<file path="config.mk">
export PLATFORM = sky130hd
export DESIGN_NAME = ccs_clock_ctrl
export DESIGN_NICKNAME = d
export VERILOG_FILES = /design/src/ccs_pkg.sv /design/src/ccs_clock_ctrl.sv /design/src/ccs_sync_edge.sv
export SDC_FILE = /design/constraint.sdc
export NUM_CORES = 1
export LEC_CHECK = 0
export BUFFER_PORTS_ARGS = -buffer_cell sky130_fd_sc_hd__buf_2
export CORE_MARGIN = 5
export CORE_UTILIZATION = 39
export DETAILED_ROUTE_END_ITERATION = 16
export GPL_TIMING_DRIVEN = 0
export PLACE_DENSITY_LB_ADDON = 0.3
export REMOVE_ABC_BUFFERS = 1
export SYNTH_ARGS = -nofsm -noshare
export SYNTH_HDL_FRONTEND = slang
export SYNTH_SLANG_ARGS = --single-unit
export TNS_END_PERCENT = 20
</file>
<file path="constraint.sdc">
create_clock -name mclk -period 1.92 [get_ports mclk]
set_clock_uncertainty 0.1 [all_clocks]
set_input_delay 0 -clock mclk [delete_from_list [all_inputs] [get_ports mclk]]
set_output_delay 0 -clock mclk [all_outputs]
set_load 0.05 [all_outputs]
</file>
<file path="src/ccs_pkg.sv">
package ccs_pkg;

    // =========================================================
    // Register map (byte addresses, one word each)
    localparam logic [7:0] OFF_CLK  = 8'h00;  // sys_clock_config
    localparam logic [7:0] OFF_MISC = 8'h04;  // sys_misc_config
    localparam logic [7:0] OFF_DIV  = 8'h08;  // sys_divider_ctrl
    localparam logic [7:0] OFF_STAT = 8'h0C;  // divider status

    // =========================================================
    // sys_clock_config fields
    localparam int CLK_SEL_BIT   = 0;
    localparam int CLK_RC_BIT    = 1;
    localparam int CLK_XTAL_BIT  = 2;
    localparam int CLK_COLD_BIT  = 3;
    localparam int CLK_EXTEN_BIT = 4;
    localparam int CLK_EXTAV_BIT = 5;

    // =========================================================
    // sys_misc_config fields
    localparam int MISC_WAKE_BIT  = 0;
    localparam int MISC_DEBF_BIT  = 1;
    localparam int MISC_XOUT_BIT  = 2;
    localparam int MISC_COUT_BIT  = 3;
    localparam int MISC_DEBEN_BIT = 4;

    // =========================================================
    // sys_divider_ctrl and status fields
    localparam int DIV_CLR_BIT  = 0;
    localparam int DIV_TAP_LSB  = 4;
    localparam int DIV_TAP_W    = 3;
    localparam int STAT_HI_LSB  = 0;
    localparam int STAT_LO_LSB  = 8;

    // =========================================================
    // Reset values
    localparam logic            RST_CPU_SEL = 1'b0;
    localparam logic            RST_RC_EN   = 1'b1;
    localparam logic [DIV_TAP_W-1:0] RST_TAP = 3'h0;

    // =========================================================
    // Sizes and counts
    localparam int HI_STAGES   = 8;
    localparam int LO_STAGES   = 15;
    localparam int EXT_PULSES  = 4;
    localparam int COLD_CYCLES = 37268;
    localparam int COLD_W      = 16;
    localparam int DEB_FAST_TAP = 1;   // 8192 Hz from a 32768 Hz chain
    localparam int DEB_SLOW_TAP = 6;   // 256 Hz from a 32768 Hz chain

    // =========================================================
    // Types
    typedef enum logic [1:0] {
        SRC_OFF  = 2'h0,
        SRC_RC   = 2'h1,
        SRC_XTAL = 2'h2,
        SRC_EXT  = 2'h3
    } ccs_src_t;

    typedef enum logic [1:0] {
        SW_RUN = 2'h0,
        SW_OLD = 2'h1,
        SW_NEW = 2'h3
    } ccs_sw_t;

endpackage

</file>
<file path="src/ccs_clock_ctrl.sv">
// Contract
// - With ext enable on, flag ext clock available after the fourth pin pulse.
// - External clock feeds only the CPU clock selector, never a prescaler.
// - While external clock is in use, the crystal path is unavailable.
// - After power-up and every sleep exit, CPU clock comes from RC.
// - Select 0 gives RC; select 1 gives crystal if usable, else external if enabled, else RC.
// - CPU clock source changes let an enabled old source finish its high phase; output then stays low until the new source rises.
// - Routing follows the mode table; disabled sources leave targets off.
// - High prescaler is clocked by RC only while RC is enabled.
// - Low prescaler uses crystal if usable, else high tap when RC runs.
// - Port wake bit sets RC enable once port A bit 0 reads 1.
// - Fast debounce bit picks 8 kHz debouncer clock, else 256 Hz.
// - Crystal clock shows on port B bit 3 when enabled, else 0.
// - CPU clock output bit shows the CPU clock on port B bit 2.
// - High prescaler has 8 stages, low prescaler 15 stages.
// - Divider clear bit or crystal enable set clears low prescaler.
// - Sleep reset clears both prescaler chains asynchronously.
// - Crystal cold flag holds 1 for 37268 crystal cycles after enable.
// - Without crystal, the low prescaler takes the high tap set by the divider tap field.
// - Setting crystal enable is ignored while ext flag or enable is 1.
// - Power-on reset and sleep clear crystal enable and set cold flag.
// - Entering sleep clears the RC enable bit.
//
// Design decisions made here: the register offsets and the AHB-Lite slave port.
`timescale 1ns/10ps
module ccs_clock_ctrl
    import ccs_pkg::*;
#(
    parameter int COLD_COUNT = COLD_CYCLES
) (
    // Clock and reset
    input  wire logic        mclk,
    input  wire logic        nrst,
    input  wire logic        sleep_reset,
    // AHB-Lite slave
    input  wire logic        hsel,
    input  wire logic [31:0] haddr,
    input  wire logic [1:0]  htrans,
    input  wire logic        hwrite,
    input  wire logic [2:0]  hsize,
    input  wire logic [31:0] hwdata,
    input  wire logic        hready,
    output logic             hreadyout,
    output logic             hresp,
    output logic      [31:0] hrdata,
    // Oscillator and pin inputs
    input  wire logic        rc_clk,
    input  wire logic        crystal_clk,
    input  wire logic        osc_in_pin,
    input  wire logic        port_a_bit0,
    // Clock outputs
    output logic             cpu_clk,
    output logic             port_b_bit2,
    output logic             port_b_bit3,
    output logic             debounce_clk,
    // Oscillator controls
    output logic             rc_osc_enable,
    output logic             crystal_enable,
    output logic             crystal_cold_flag,
    output logic             ext_clk_available
);

    // ========================================================
    // Input synchronisers
    logic [4:0] in_lvl;
    logic [4:0] in_rise;

    ccs_sync_edge #(.W(5)) u_sync (
        .mclk     (mclk),
        .nrst     (nrst),
        .async_in ({sleep_reset, port_a_bit0, osc_in_pin,
                    crystal_clk, rc_clk}),
        .level    (in_lvl),
        .rise     (in_rise)
    );

    wire rc_lvl   = in_lvl[0];
    wire rc_rise  = in_rise[0];
    wire xt_lvl   = in_lvl[1];
    wire xt_rise  = in_rise[1];
    wire ext_lvl  = in_lvl[2];
    wire ext_rise = in_rise[2];
    wire pa_lvl   = in_lvl[3];
    wire slp      = in_lvl[4];

    // ========================================================
    // AHB-Lite address phase
    logic        wr_pend_r;
    logic [7:0]  addr_r;
    logic [31:0] rd_mux;

    wire acc_ok  = hsel & htrans[1] & hready;
    wire rd_acc  = acc_ok & ~hwrite;
    wire [7:0] a_off = haddr[7:0];
    wire hit     = (haddr[31:8] == 24'h000000);
    wire wr_clk  = wr_pend_r & (addr_r == OFF_CLK);
    wire wr_misc = wr_pend_r & (addr_r == OFF_MISC);
    wire wr_div  = wr_pend_r & (addr_r == OFF_DIV);

    // ========================================================
    // Control registers
    logic cpu_sel_r, rc_r, xtal_r, xtal_q, cold_r;
    logic ext_en_r, ext_av_r, slp_q;
    logic wake_r, debf_r, xout_r, cout_r, deben_r;
    logic [DIV_TAP_W-1:0] tap_sel_r;
    logic [2:0]           ext_cnt_r;
    logic [COLD_W-1:0]    cold_cnt_r;
    logic [HI_STAGES-1:0] hi_cnt_r;
    logic [LO_STAGES-1:0] lo_cnt_r;
    logic                 tap_q;
    logic                 pa_db0_r, pa_db1_r;

    // Setting the crystal enable is blocked while the ext clock owns it
    wire ext_busy   = ext_en_r | ext_av_r;
    wire xtal_start = xtal_r & ~xtal_q;
    wire slp_exit   = ~slp & slp_q;
    wire xtal_ok    = xtal_r & ~ext_busy;

    // Debouncer clock taps from the low chain
    wire deb_tick_src = debf_r ? lo_cnt_r[DEB_FAST_TAP]
                               : lo_cnt_r[DEB_SLOW_TAP];
    logic deb_q;
    wire  deb_tick  = deb_tick_src & ~deb_q;
    wire  pa_ok     = deben_r ? (pa_db0_r & pa_db1_r) : pa_lvl;
    wire  wake_hit  = wake_r & pa_ok;

    wire rc_nxt = slp      ? 1'b0 :
                  (slp_exit | wake_hit) ? 1'b1 :
                  wr_clk   ? hwdata[CLK_RC_BIT] : rc_r;
    wire xtal_nxt = slp    ? 1'b0 :
                    wr_clk ? (hwdata[CLK_XTAL_BIT] &
                              (xtal_r | ~ext_busy))
                           : xtal_r;
    wire sel_nxt  = slp    ? 1'b0 :
                    wr_clk ? hwdata[CLK_SEL_BIT] : cpu_sel_r;

    always_ff @(posedge mclk) begin
        if (!nrst) begin
            cpu_sel_r <= RST_CPU_SEL;
            rc_r      <= RST_RC_EN;
            xtal_r    <= 1'b0;
            xtal_q    <= 1'b0;
            ext_en_r  <= 1'b0;
            slp_q     <= 1'b0;
            wake_r    <= 1'b0;
            debf_r    <= 1'b0;
            xout_r    <= 1'b0;
            cout_r    <= 1'b0;
            deben_r   <= 1'b0;
            tap_sel_r <= RST_TAP;
        end else begin
            cpu_sel_r <= sel_nxt;
            rc_r      <= rc_nxt;
            xtal_r    <= xtal_nxt;
            xtal_q    <= xtal_r;
            slp_q     <= slp;
            if (wr_clk) begin
                ext_en_r <= hwdata[CLK_EXTEN_BIT];
            end
            if (wr_misc) begin
                wake_r  <= hwdata[MISC_WAKE_BIT];
                debf_r  <= hwdata[MISC_DEBF_BIT];
                xout_r  <= hwdata[MISC_XOUT_BIT];
                cout_r  <= hwdata[MISC_COUT_BIT];
                deben_r <= hwdata[MISC_DEBEN_BIT];
            end
            if (wr_div) begin
                tap_sel_r <= hwdata[DIV_TAP_LSB +: DIV_TAP_W];
            end
        end
    end

    // ========================================================
    // External clock detection
    always_ff @(posedge mclk) begin
        if (!nrst || !ext_en_r) begin
            ext_cnt_r <= 3'h0;
            ext_av_r  <= 1'b0;
        end else if (ext_rise && !ext_av_r) begin
            ext_cnt_r <= ext_cnt_r + 3'h1;
            if (ext_cnt_r == 3'(EXT_PULSES - 1)) begin
                ext_av_r <= 1'b1;
            end
        end
    end

    // ========================================================
    // Crystal start-up masking
    always_ff @(posedge mclk) begin
        if (!nrst || !xtal_r || xtal_start) begin
            cold_r     <= 1'b1;
            cold_cnt_r <= '0;
        end else if (xt_rise && cold_r) begin
            cold_cnt_r <= cold_cnt_r + COLD_W'(1);
            if (cold_cnt_r == COLD_W'(COLD_COUNT - 1)) begin
                cold_r <= 1'b0;
            end
        end
    end

    // ========================================================
    // Prescaler chains, cleared at once by sleep reset
    // Chains count source edges seen at mclk, so a source must
    // stay well below half of mclk.
    wire hi_inc  = rc_r & rc_rise;
    wire hi_tap  = hi_cnt_r[tap_sel_r];
    wire tap_up  = hi_tap & ~tap_q;
    wire lo_inc  = xtal_ok ? xt_rise : (rc_r & tap_up);
    wire lo_clr  = (wr_div & hwdata[DIV_CLR_BIT]) | xtal_start;

    always_ff @(posedge mclk or posedge sleep_reset) begin
        if (sleep_reset) begin
            hi_cnt_r <= '0;
            lo_cnt_r <= '0;
            tap_q    <= 1'b0;
        end else if (!nrst) begin
            hi_cnt_r <= '0;
            lo_cnt_r <= '0;
            tap_q    <= 1'b0;
        end else begin
            tap_q <= hi_tap;
            if (hi_inc) begin
                hi_cnt_r <= hi_cnt_r + HI_STAGES'(1);
            end
            if (lo_clr) begin
                lo_cnt_r <= '0;
            end else if (lo_inc) begin
                lo_cnt_r <= lo_cnt_r + LO_STAGES'(1);
            end
        end
    end

    // ========================================================
    // Port A debouncer: two agreeing ticks accept the level
    always_ff @(posedge mclk) begin
        if (!nrst) begin
            deb_q    <= 1'b0;
            pa_db0_r <= 1'b0;
            pa_db1_r <= 1'b0;
        end else begin
            deb_q <= deb_tick_src;
            if (deb_tick) begin
                pa_db0_r <= pa_lvl;
                pa_db1_r <= pa_db0_r;
            end
        end
    end

    // ========================================================
    // Glitch-free CPU clock switch
    ccs_src_t want_src, cur_r;
    ccs_sw_t  sw_r;
    logic     cpu_clk_nxt;
    logic     cur_lvl, want_lvl;

    // Table routing: select 0 is RC or off, select 1 falls back
    assign want_src = !cpu_sel_r ? (rc_r ? SRC_RC : SRC_OFF) :
                      xtal_ok    ? SRC_XTAL :
                      ext_en_r   ? SRC_EXT :
                      rc_r       ? SRC_RC : SRC_OFF;

    // A disabled source reads low, so a stopped oscillator left high
    // cannot stall the switch or hold the CPU clock up
    always_comb begin
        case (cur_r)
            SRC_RC:   cur_lvl = rc_lvl & rc_r;
            SRC_XTAL: cur_lvl = xt_lvl & xtal_r;
            SRC_EXT:  cur_lvl = ext_lvl & ext_en_r;
            default:  cur_lvl = 1'b0;
        endcase
        case (want_src)
            SRC_RC:   want_lvl = rc_lvl & rc_r;
            SRC_XTAL: want_lvl = xt_lvl & xtal_r;
            SRC_EXT:  want_lvl = ext_lvl & ext_en_r;
            default:  want_lvl = 1'b0;
        endcase
    end

    // Old source runs to its low phase, then output holds low until
    // the new one is low too; that low phase ends when the new one rises.
    assign cpu_clk_nxt = (sw_r == SW_NEW) ? 1'b0 : cur_lvl;

    always_ff @(posedge mclk) begin
        if (!nrst) begin
            sw_r  <= SW_RUN;
            cur_r <= SRC_RC;
        end else begin
            case (sw_r)
                SW_RUN: begin
                    if (want_src != cur_r) begin
                        sw_r <= SW_OLD;
                    end
                end
                SW_OLD: begin
                    if (!cur_lvl) begin
                        sw_r <= SW_NEW;
                    end
                end
                SW_NEW: begin
                    if (!want_lvl) begin
                        cur_r <= want_src;
                        sw_r  <= SW_RUN;
                    end
                end
                default: sw_r <= SW_RUN;
            endcase
        end
    end

    // ========================================================
    // Registered outputs and read data
    always_comb begin
        rd_mux = 32'h00000000;
        case (a_off)
            OFF_CLK: begin
                rd_mux[CLK_SEL_BIT]   = cpu_sel_r;
                rd_mux[CLK_RC_BIT]    = rc_r;
                rd_mux[CLK_XTAL_BIT]  = xtal_r;
                rd_mux[CLK_COLD_BIT]  = cold_r;
                rd_mux[CLK_EXTEN_BIT] = ext_en_r;
                rd_mux[CLK_EXTAV_BIT] = ext_av_r;
            end
            OFF_MISC: begin
                rd_mux[MISC_WAKE_BIT]  = wake_r;
                rd_mux[MISC_DEBF_BIT]  = debf_r;
                rd_mux[MISC_XOUT_BIT]  = xout_r;
                rd_mux[MISC_COUT_BIT]  = cout_r;
                rd_mux[MISC_DEBEN_BIT] = deben_r;
            end
            OFF_DIV: rd_mux[DIV_TAP_LSB +: DIV_TAP_W] = tap_sel_r;
            OFF_STAT: begin
                rd_mux[STAT_HI_LSB +: HI_STAGES] = hi_cnt_r;
                rd_mux[STAT_LO_LSB +: LO_STAGES] = lo_cnt_r;
            end
            default: rd_mux = 32'h00000000;
        endcase
        if (!hit) begin
            rd_mux = 32'h00000000;
        end
    end

    always_ff @(posedge mclk) begin
        if (!nrst) begin
            wr_pend_r         <= 1'b0;
            addr_r            <= 8'h00;
            hrdata            <= 32'h00000000;
            hreadyout         <= 1'b1;
            hresp             <= 1'b0;
            cpu_clk           <= 1'b0;
            port_b_bit2       <= 1'b0;
            port_b_bit3       <= 1'b0;
            debounce_clk      <= 1'b0;
            rc_osc_enable     <= RST_RC_EN;
            crystal_enable    <= 1'b0;
            crystal_cold_flag <= 1'b1;
            ext_clk_available <= 1'b0;
        end else begin
            wr_pend_r         <= acc_ok & hwrite & hit;
            addr_r            <= a_off;
            hrdata            <= rd_acc ? rd_mux : 32'h00000000;
            cpu_clk           <= cpu_clk_nxt;
            port_b_bit2       <= cout_r & cpu_clk_nxt;
            port_b_bit3       <= xout_r & xtal_r & xt_lvl;
            debounce_clk      <= deb_tick_src;
            rc_osc_enable     <= rc_r;
            crystal_enable    <= xtal_r;
            crystal_cold_flag <= cold_r;
            ext_clk_available <= ext_av_r;
        end
    end
endmodule

</file>
<file path="src/ccs_sync_edge.sv">
`timescale 1ns/10ps
module ccs_sync_edge #(
    parameter int W = 1
) (
    // Clock and reset
    input  wire logic         mclk,
    input  wire logic         nrst,
    // Asynchronous inputs
    input  wire logic [W-1:0] async_in,
    // Synchronised level and rising edge
    output logic      [W-1:0] level,
    output logic      [W-1:0] rise
);

    logic [W-1:0] meta_r;
    logic [W-1:0] sync_r;
    logic [W-1:0] prev_r;

    always_ff @(posedge mclk) begin
        if (!nrst) begin
            meta_r <= '0;
            sync_r <= '0;
            prev_r <= '0;
        end else begin
            meta_r <= async_in;
            sync_r <= meta_r;
            prev_r <= sync_r;
        end
    end

    assign level = sync_r;
    assign rise  = sync_r & ~prev_r;

endmodule

</file>
Word level (Yosys, flattened, before mapping)
Cells that the tools add are included.

Add/sub/neg operators: 4. Order comparisons: 1. Eq/ne operators: 21. Multiplexer cells: 29. Bitwise gates (word level): 39. Reductions and logical operators: 22.

Operators by type and width (count): $mux 15 (3); $and 1x1->1 (25); $eq 8x4->1 const B (3); $logic_not 24->1 (1); $add 16x1->16 const B (1); $eq 16x16->1 const B (1); $eq 8x3->1 const B (2); $logic_not 8->1 (2); $mux 8 (2); $add 15x1->15 const B (1); $mux 2 (6); $pmux 4 s3 (1); $eq 2x2->1 const B (5); $mux 1 (10); $pmux 1 s3 (3); $add 8x1->8 const B (1); $not 1->1 (8); $reduce_and 2->1 (4); $eq 2x1->1 const B (3); $ne 2x2->1 const B (3); $pmux 2 s3 (1); $reduce_and 3->1 (2); $logic_not 1->1 (4); $lt 3x4->1 const B (1); 17 further kinds (23).

Register bits: 126. Input port bits: 79. Output and inout port bits: 42.

Logic depth before layout (Yosys ltp)
Depth in word-level cells: 9. Depth in mapped cells: 7. Depth with buffers taken out: 6.

By module
From an unflattened synthesis, not the netlist that was laid out.

Cells, all modules: 535. Area total of the unflattened synthesis: 5188.7 um2.

Modules (own cells, without submodules): ccs_clock_ctrl (instances 1, cells an instance 499, area an instance 4738.3 um2, seq. area each 2202.1 um2); ccs_sync_edge (instances 1, cells an instance 36, area an instance 450.4 um2, seq. area each 300.3 um2).

Worst setup path before layout
OpenSTA, ideal clock, no wires.

Path type: flip-flop to flip-flop. From: register tap_sel_r[0]. To: register lo_cnt_r[0]. Arrival time: 1.766 ns. Required time: 1.697 ns. Path slack: -0.069 ns. Cell stages (with the launch flop): 7. Buffers on the path: 1. Cell sequence: dfxtp_1 -> mux2_1 -> mux4_2 -> a21oi_4 -> buf_6 -> xor2_1 -> nor2_1.

Cells in the longest elaborated chain, start to end: 6.

RTL lines: start, declared (RTL line ccs_clock_ctrl.sv:105) `logic [DIV_TAP_W-1:0] tap_sel_r;`; start signal, assigned (RTL line ccs_clock_ctrl.sv:168) `tap_sel_r <= hwdata[DIV_TAP_LSB +: DIV_TAP_W];`; $bmux 1 s3 (RTL line ccs_clock_ctrl.sv:206) `wire hi_tap = hi_cnt_r[tap_sel_r];`; $mux 1 (not written as such) (RTL line ccs_clock_ctrl.sv:206); $and 1x1->1 (RTL line ccs_clock_ctrl.sv:207) `wire tap_up = hi_tap & ~tap_q;`; $and 1x1->1 (RTL line ccs_clock_ctrl.sv:208) `wire lo_inc = xtal_ok ? xt_rise : (rc_r & tap_up);`; $mux 1 (RTL line ccs_clock_ctrl.sv:208); $ne 3x1->1 (no line); end signal, assigned (RTL line ccs_clock_ctrl.sv:228) `lo_cnt_r <= lo_cnt_r + LO_STAGES'(1);`; end, declared (RTL line ccs_clock_ctrl.sv:109) `logic [LO_STAGES-1:0] lo_cnt_r;`.

Every way passes these cells. The select of a mux whose other input is x is not followed. A chain may end at the register's enable or synchronous reset.

Worst setup path in the final report
From: register tap_sel_r[0]. To: register lo_cnt_r[11].

The elaborated chain is that of the path after synthesis.

==> flow_summary_export.csv <==
group,metric,value,unit
final_layout,finalInstanceArea,6450,sq um
clock_network,clock-sinks,117,
power_and_ir_drop,leakagePower,2.63,nW
critical_path,crit_type,"flip-flop to flip-flop",
final_layout,num_antenna_cells,0,
die,die_area,15300,sq um
final_layout,fill_cells,1150,
sta,fmax,484,MHz
die,dieWidth,124,um
critical_path,reg2reg_from,"tap_sel_r[0]",
min_path,min_to,"hrdata[1]",
route,drc_errors,0,
min_path,hp-start,"haddr[30]",
outcome,violations,"setup timing",
yosys,synth_edf_count,0,
critical_path,crit_path_cell_trace,"mux2_4 -> mux4_2 -> a31o_1 -> a21bo_1 -> a21oi_2",
yosys,syn-instance-count,510,
sta,finalCriticalPeriod,2.06,ns
final_layout,fin_cells,802,
sta,final-setup-viol-count,15,
placed_design,place_hpwl,7.50,mm
global_routing,grt-ovfl-total,0,
min_path,hp-class,"input port to flip-flop",
sta,relSlewSlack,0.336,
placed_design,portBuffers,80,
final_layout,seq_area,2480,sq um
critical_path,cp.required,2.15,ns
sta,setup_ws,-0.145,ns
final_layout,drive_above_1_share,0.259,
run,max-cap-violations,0,
sta,worst_pin_slew,0.995,ns
yosys,synth-seq-area-share,0.487,
final_layout,fin_nets,701,
route,first_iter_violations,277,
route,totalWireLength,11.0,mm
sta,fin_crit_sh,1.08,
final_layout,area_delta_synth_final,27.6,%
route,wl_per_cell,13.8,um
yosys,ys.flop_type,"dfxtp_1",
yosys,syn_area_per_cell,9.91,sq um
global_routing,grt_pass1_wl,18.3,mm
yosys,ys_warn_count,0,
final_layout,multiInputGateArea,2530,sq um
clock_network,cts.clk_slew.worst_paths,0.05,ns
critical_path,cp_max_fo,6,
yosys,ys_types,66,
yosys,synth_area,5050,sq um
critical_path,r2r_end,"lo_cnt_r[11]",
placed_design,place_inst,739,
final_layout,layout_common_cells,"dfxtp_1 (87), buf_2 (79), and2_1 (50)",
route,vias_per_cell,4.98,
route,dr.pass1.iters,4,
die,io_pins,121,
power_and_ir_drop,total_power,0.00544,W
clock_network,cts-root-to-sink-buffers,2,
die,start_util,0.399,
global_routing,track_usage,0.154,
placed_design,dpl_cell_area,5520,sq um
critical_path,worstRegToRegCells,5,
critical_path,cp-start-kind,"flip-flop",
critical_path,worstPathArrival,2.30,ns
route,dr_total_vias,3993,
global_routing,grt_max_degree,60,
global_routing,antenna_found_initial,0,
die,core_area,12700,sq um
route,antenna_left,0,
critical_path,cp_top_family,"multiplexers",
final_layout,mostFrequentLayoutCell,"dfxtp_1",
min_path,hold_depth,5,
placed_design,dp_worst_setup_slack,-0.268,ns
power_and_ir_drop,power_density,843,nW/um^2
sta,hold_violations,0,
clock_network,cts_tree,"done",
global_routing,grt_pass1_vias,3963,
critical_path,path_buf_inv,0,
outcome,status,"finished, violations left",
sta,drv_slew,0,
clock_network,cts-root-buf,"clkbuf_16",
sta,hold_ws,0.0122,ns
placed_design,gp_routability_congestion,0.784,
clock_network,htreeDepth,4,
yosys,async_flop_share,0.205,
clock_network,numCtsBuffers,17,
critical_path,ff2ff_setup_slack,-0.14,ns
die,fp.dieH,124,um
yosys,synth_seq_cells,117,
die,num_rows,41,
sta,rsz0062_at_grt,"yes",
critical_path,cpPeakStageDelay,0.63,ns
critical_path,endpoint_kind,"flip-flop",
clock_network,worstSkewPairLatency,0.41,ns
critical_path,cpMaxStageDelayCell,"mux4_2",
power_and_ir_drop,peakVddDrop,584,uV
## where the power goes
| group | switching [W] | internal [W] |
|---|---|---|
| clock network | 0.00104 | 0.00162 |
| logic | 0.000170 | 0.000119 |
| registers | 0.0000247 | 0.00247 |
| total | 0.00123 | 0.00421 |
## through the flow
stage | utilization | setup TNS [ns]
final | 0.509 | -1.59
after global routing | 0.509 | -2.52
after CTS | 0.505 | -1.49
after detailed placement | 0.436 | -7.50
after global placement | 0.436 | -6.43
after floorplan | - | -0.408
## per-layer routing
metal | vias to the layer above | share of wire | global-route usage | routed length [um]
met2 | 123 | 0.48 | 0.260 | 5300
met4 | 0 | 0.020 | 0.0616 | 223
met3 | 14 | 0.062 | 0.0454 | 684
met5 | - | 0 | 0 | 0
met1 | 1872 | 0.44 | 0.183 | 4840
li1 | 1984 | - | - | -
## worst max path at each step
stage	startpoint	cells after the start	slack [ns]	end
detailed placement	addr_r[4]	5	-0.27	lo_cnt_r[3]
floorplan	tap_sel_r[0]	5	-0.07	lo_cnt_r[6]
global route	tap_sel_r[0]	5	-0.21	lo_cnt_r[14]
CTS	tap_sel_r[0]	5	-0.15	lo_cnt_r[8]
global placement	tap_sel_r[0]	5	-0.23	lo_cnt_r[6]
finish	tap_sel_r[0]	5	-0.14	lo_cnt_r[11]
## cells by family (layout without fill, tap and decap cells)
kind of cell,Yosys count,count (layout),share of synthesized area
AO/OA/AOI/OAI,67,68,0.0931
XOR/XNOR,24,24,0.0416
adder cells (fa/ha/maj),5,5,0.0124
buffers and inverters,43,153,0.0441
flip-flops,117,117,0.487
multiplexers,25,25,0.0559
other,2,11,0.00149
AND/OR/NAND/NOR,227,227,0.264
## worst min-delay path: cells and delay by family
| family | cells | cell delay, ns |
|---|---|---|
| AND/OR/NAND/NOR | 4 | 0.39 |
| buffers and inverters | 1 | 0.07 |
## flip-flops by register name, summed over array words and instances (netlist names), 3 cells and up
signal and count:
u_sync.prev_r 3, u_sync.level 5, cold_cnt_r 16, tap_sel_r 3, u_sync.meta_r 5, hrdata 23, ext_cnt_r 3, hi_cnt_r 8
addr_r 8, lo_cnt_r 15
## timing repair
action / in CTS / in global routing
setup buffers: 8 / 0
resized for setup: 22 / 12
pin swaps: 11 / 11
hold buffers: 22 / 0
endpoints found under the setup margin: 23 / 38
endpoints found under the hold margin: 73 / 0
cloned: 1 / 0
## layout make-up
type,count,share of cell area
inverters,11,0.00640
clock buffers,21,0.0683
repair buffers,110,0.106
multi-input cells,360,0.392
flip-flops and latches,117,0.384
clock inverters,11,0.00970
well taps,172,0.0334
## synthesized netlist by cell type, types with 3 or more instances
cell type	count	area, sq um
dfxtp_1	93	1860
and2_1	50	313
nor2_1	39	146
nand2_1	33	124
dfrtp_1	24	601
nand3_1	19	95.1
mux2i_1	17	170
clkbuf_1	15	56.3
a21oi_1	13	65.1
o21ai_0	13	65.1
xnor2_1	13	114
buf_4	11	82.6
inv_1	11	41.3
xor2_1	11	96.3
nor2b_1	10	62.6
nand4_1	9	56.3
a31oi_1	8	50.1
or3_1	8	50.1
and3_1	7	43.8
nor3_1	7	35.0
nor4_1	7	43.8
a21boi_0	6	45.0
ha_1	5	62.6
or4_1	5	37.5
mux2_1	4	45.0
nor3b_1	4	30.0
o21ai_1	4	20.0
a21oi_2	3	26.3
and4_1	3	26.3
buf_2	3	15.0
nand2b_1	3	18.8
nor4b_1	3	26.3
o211ai_1	3	22.5
No activity file was read; power rests on OpenSTA's default activity.
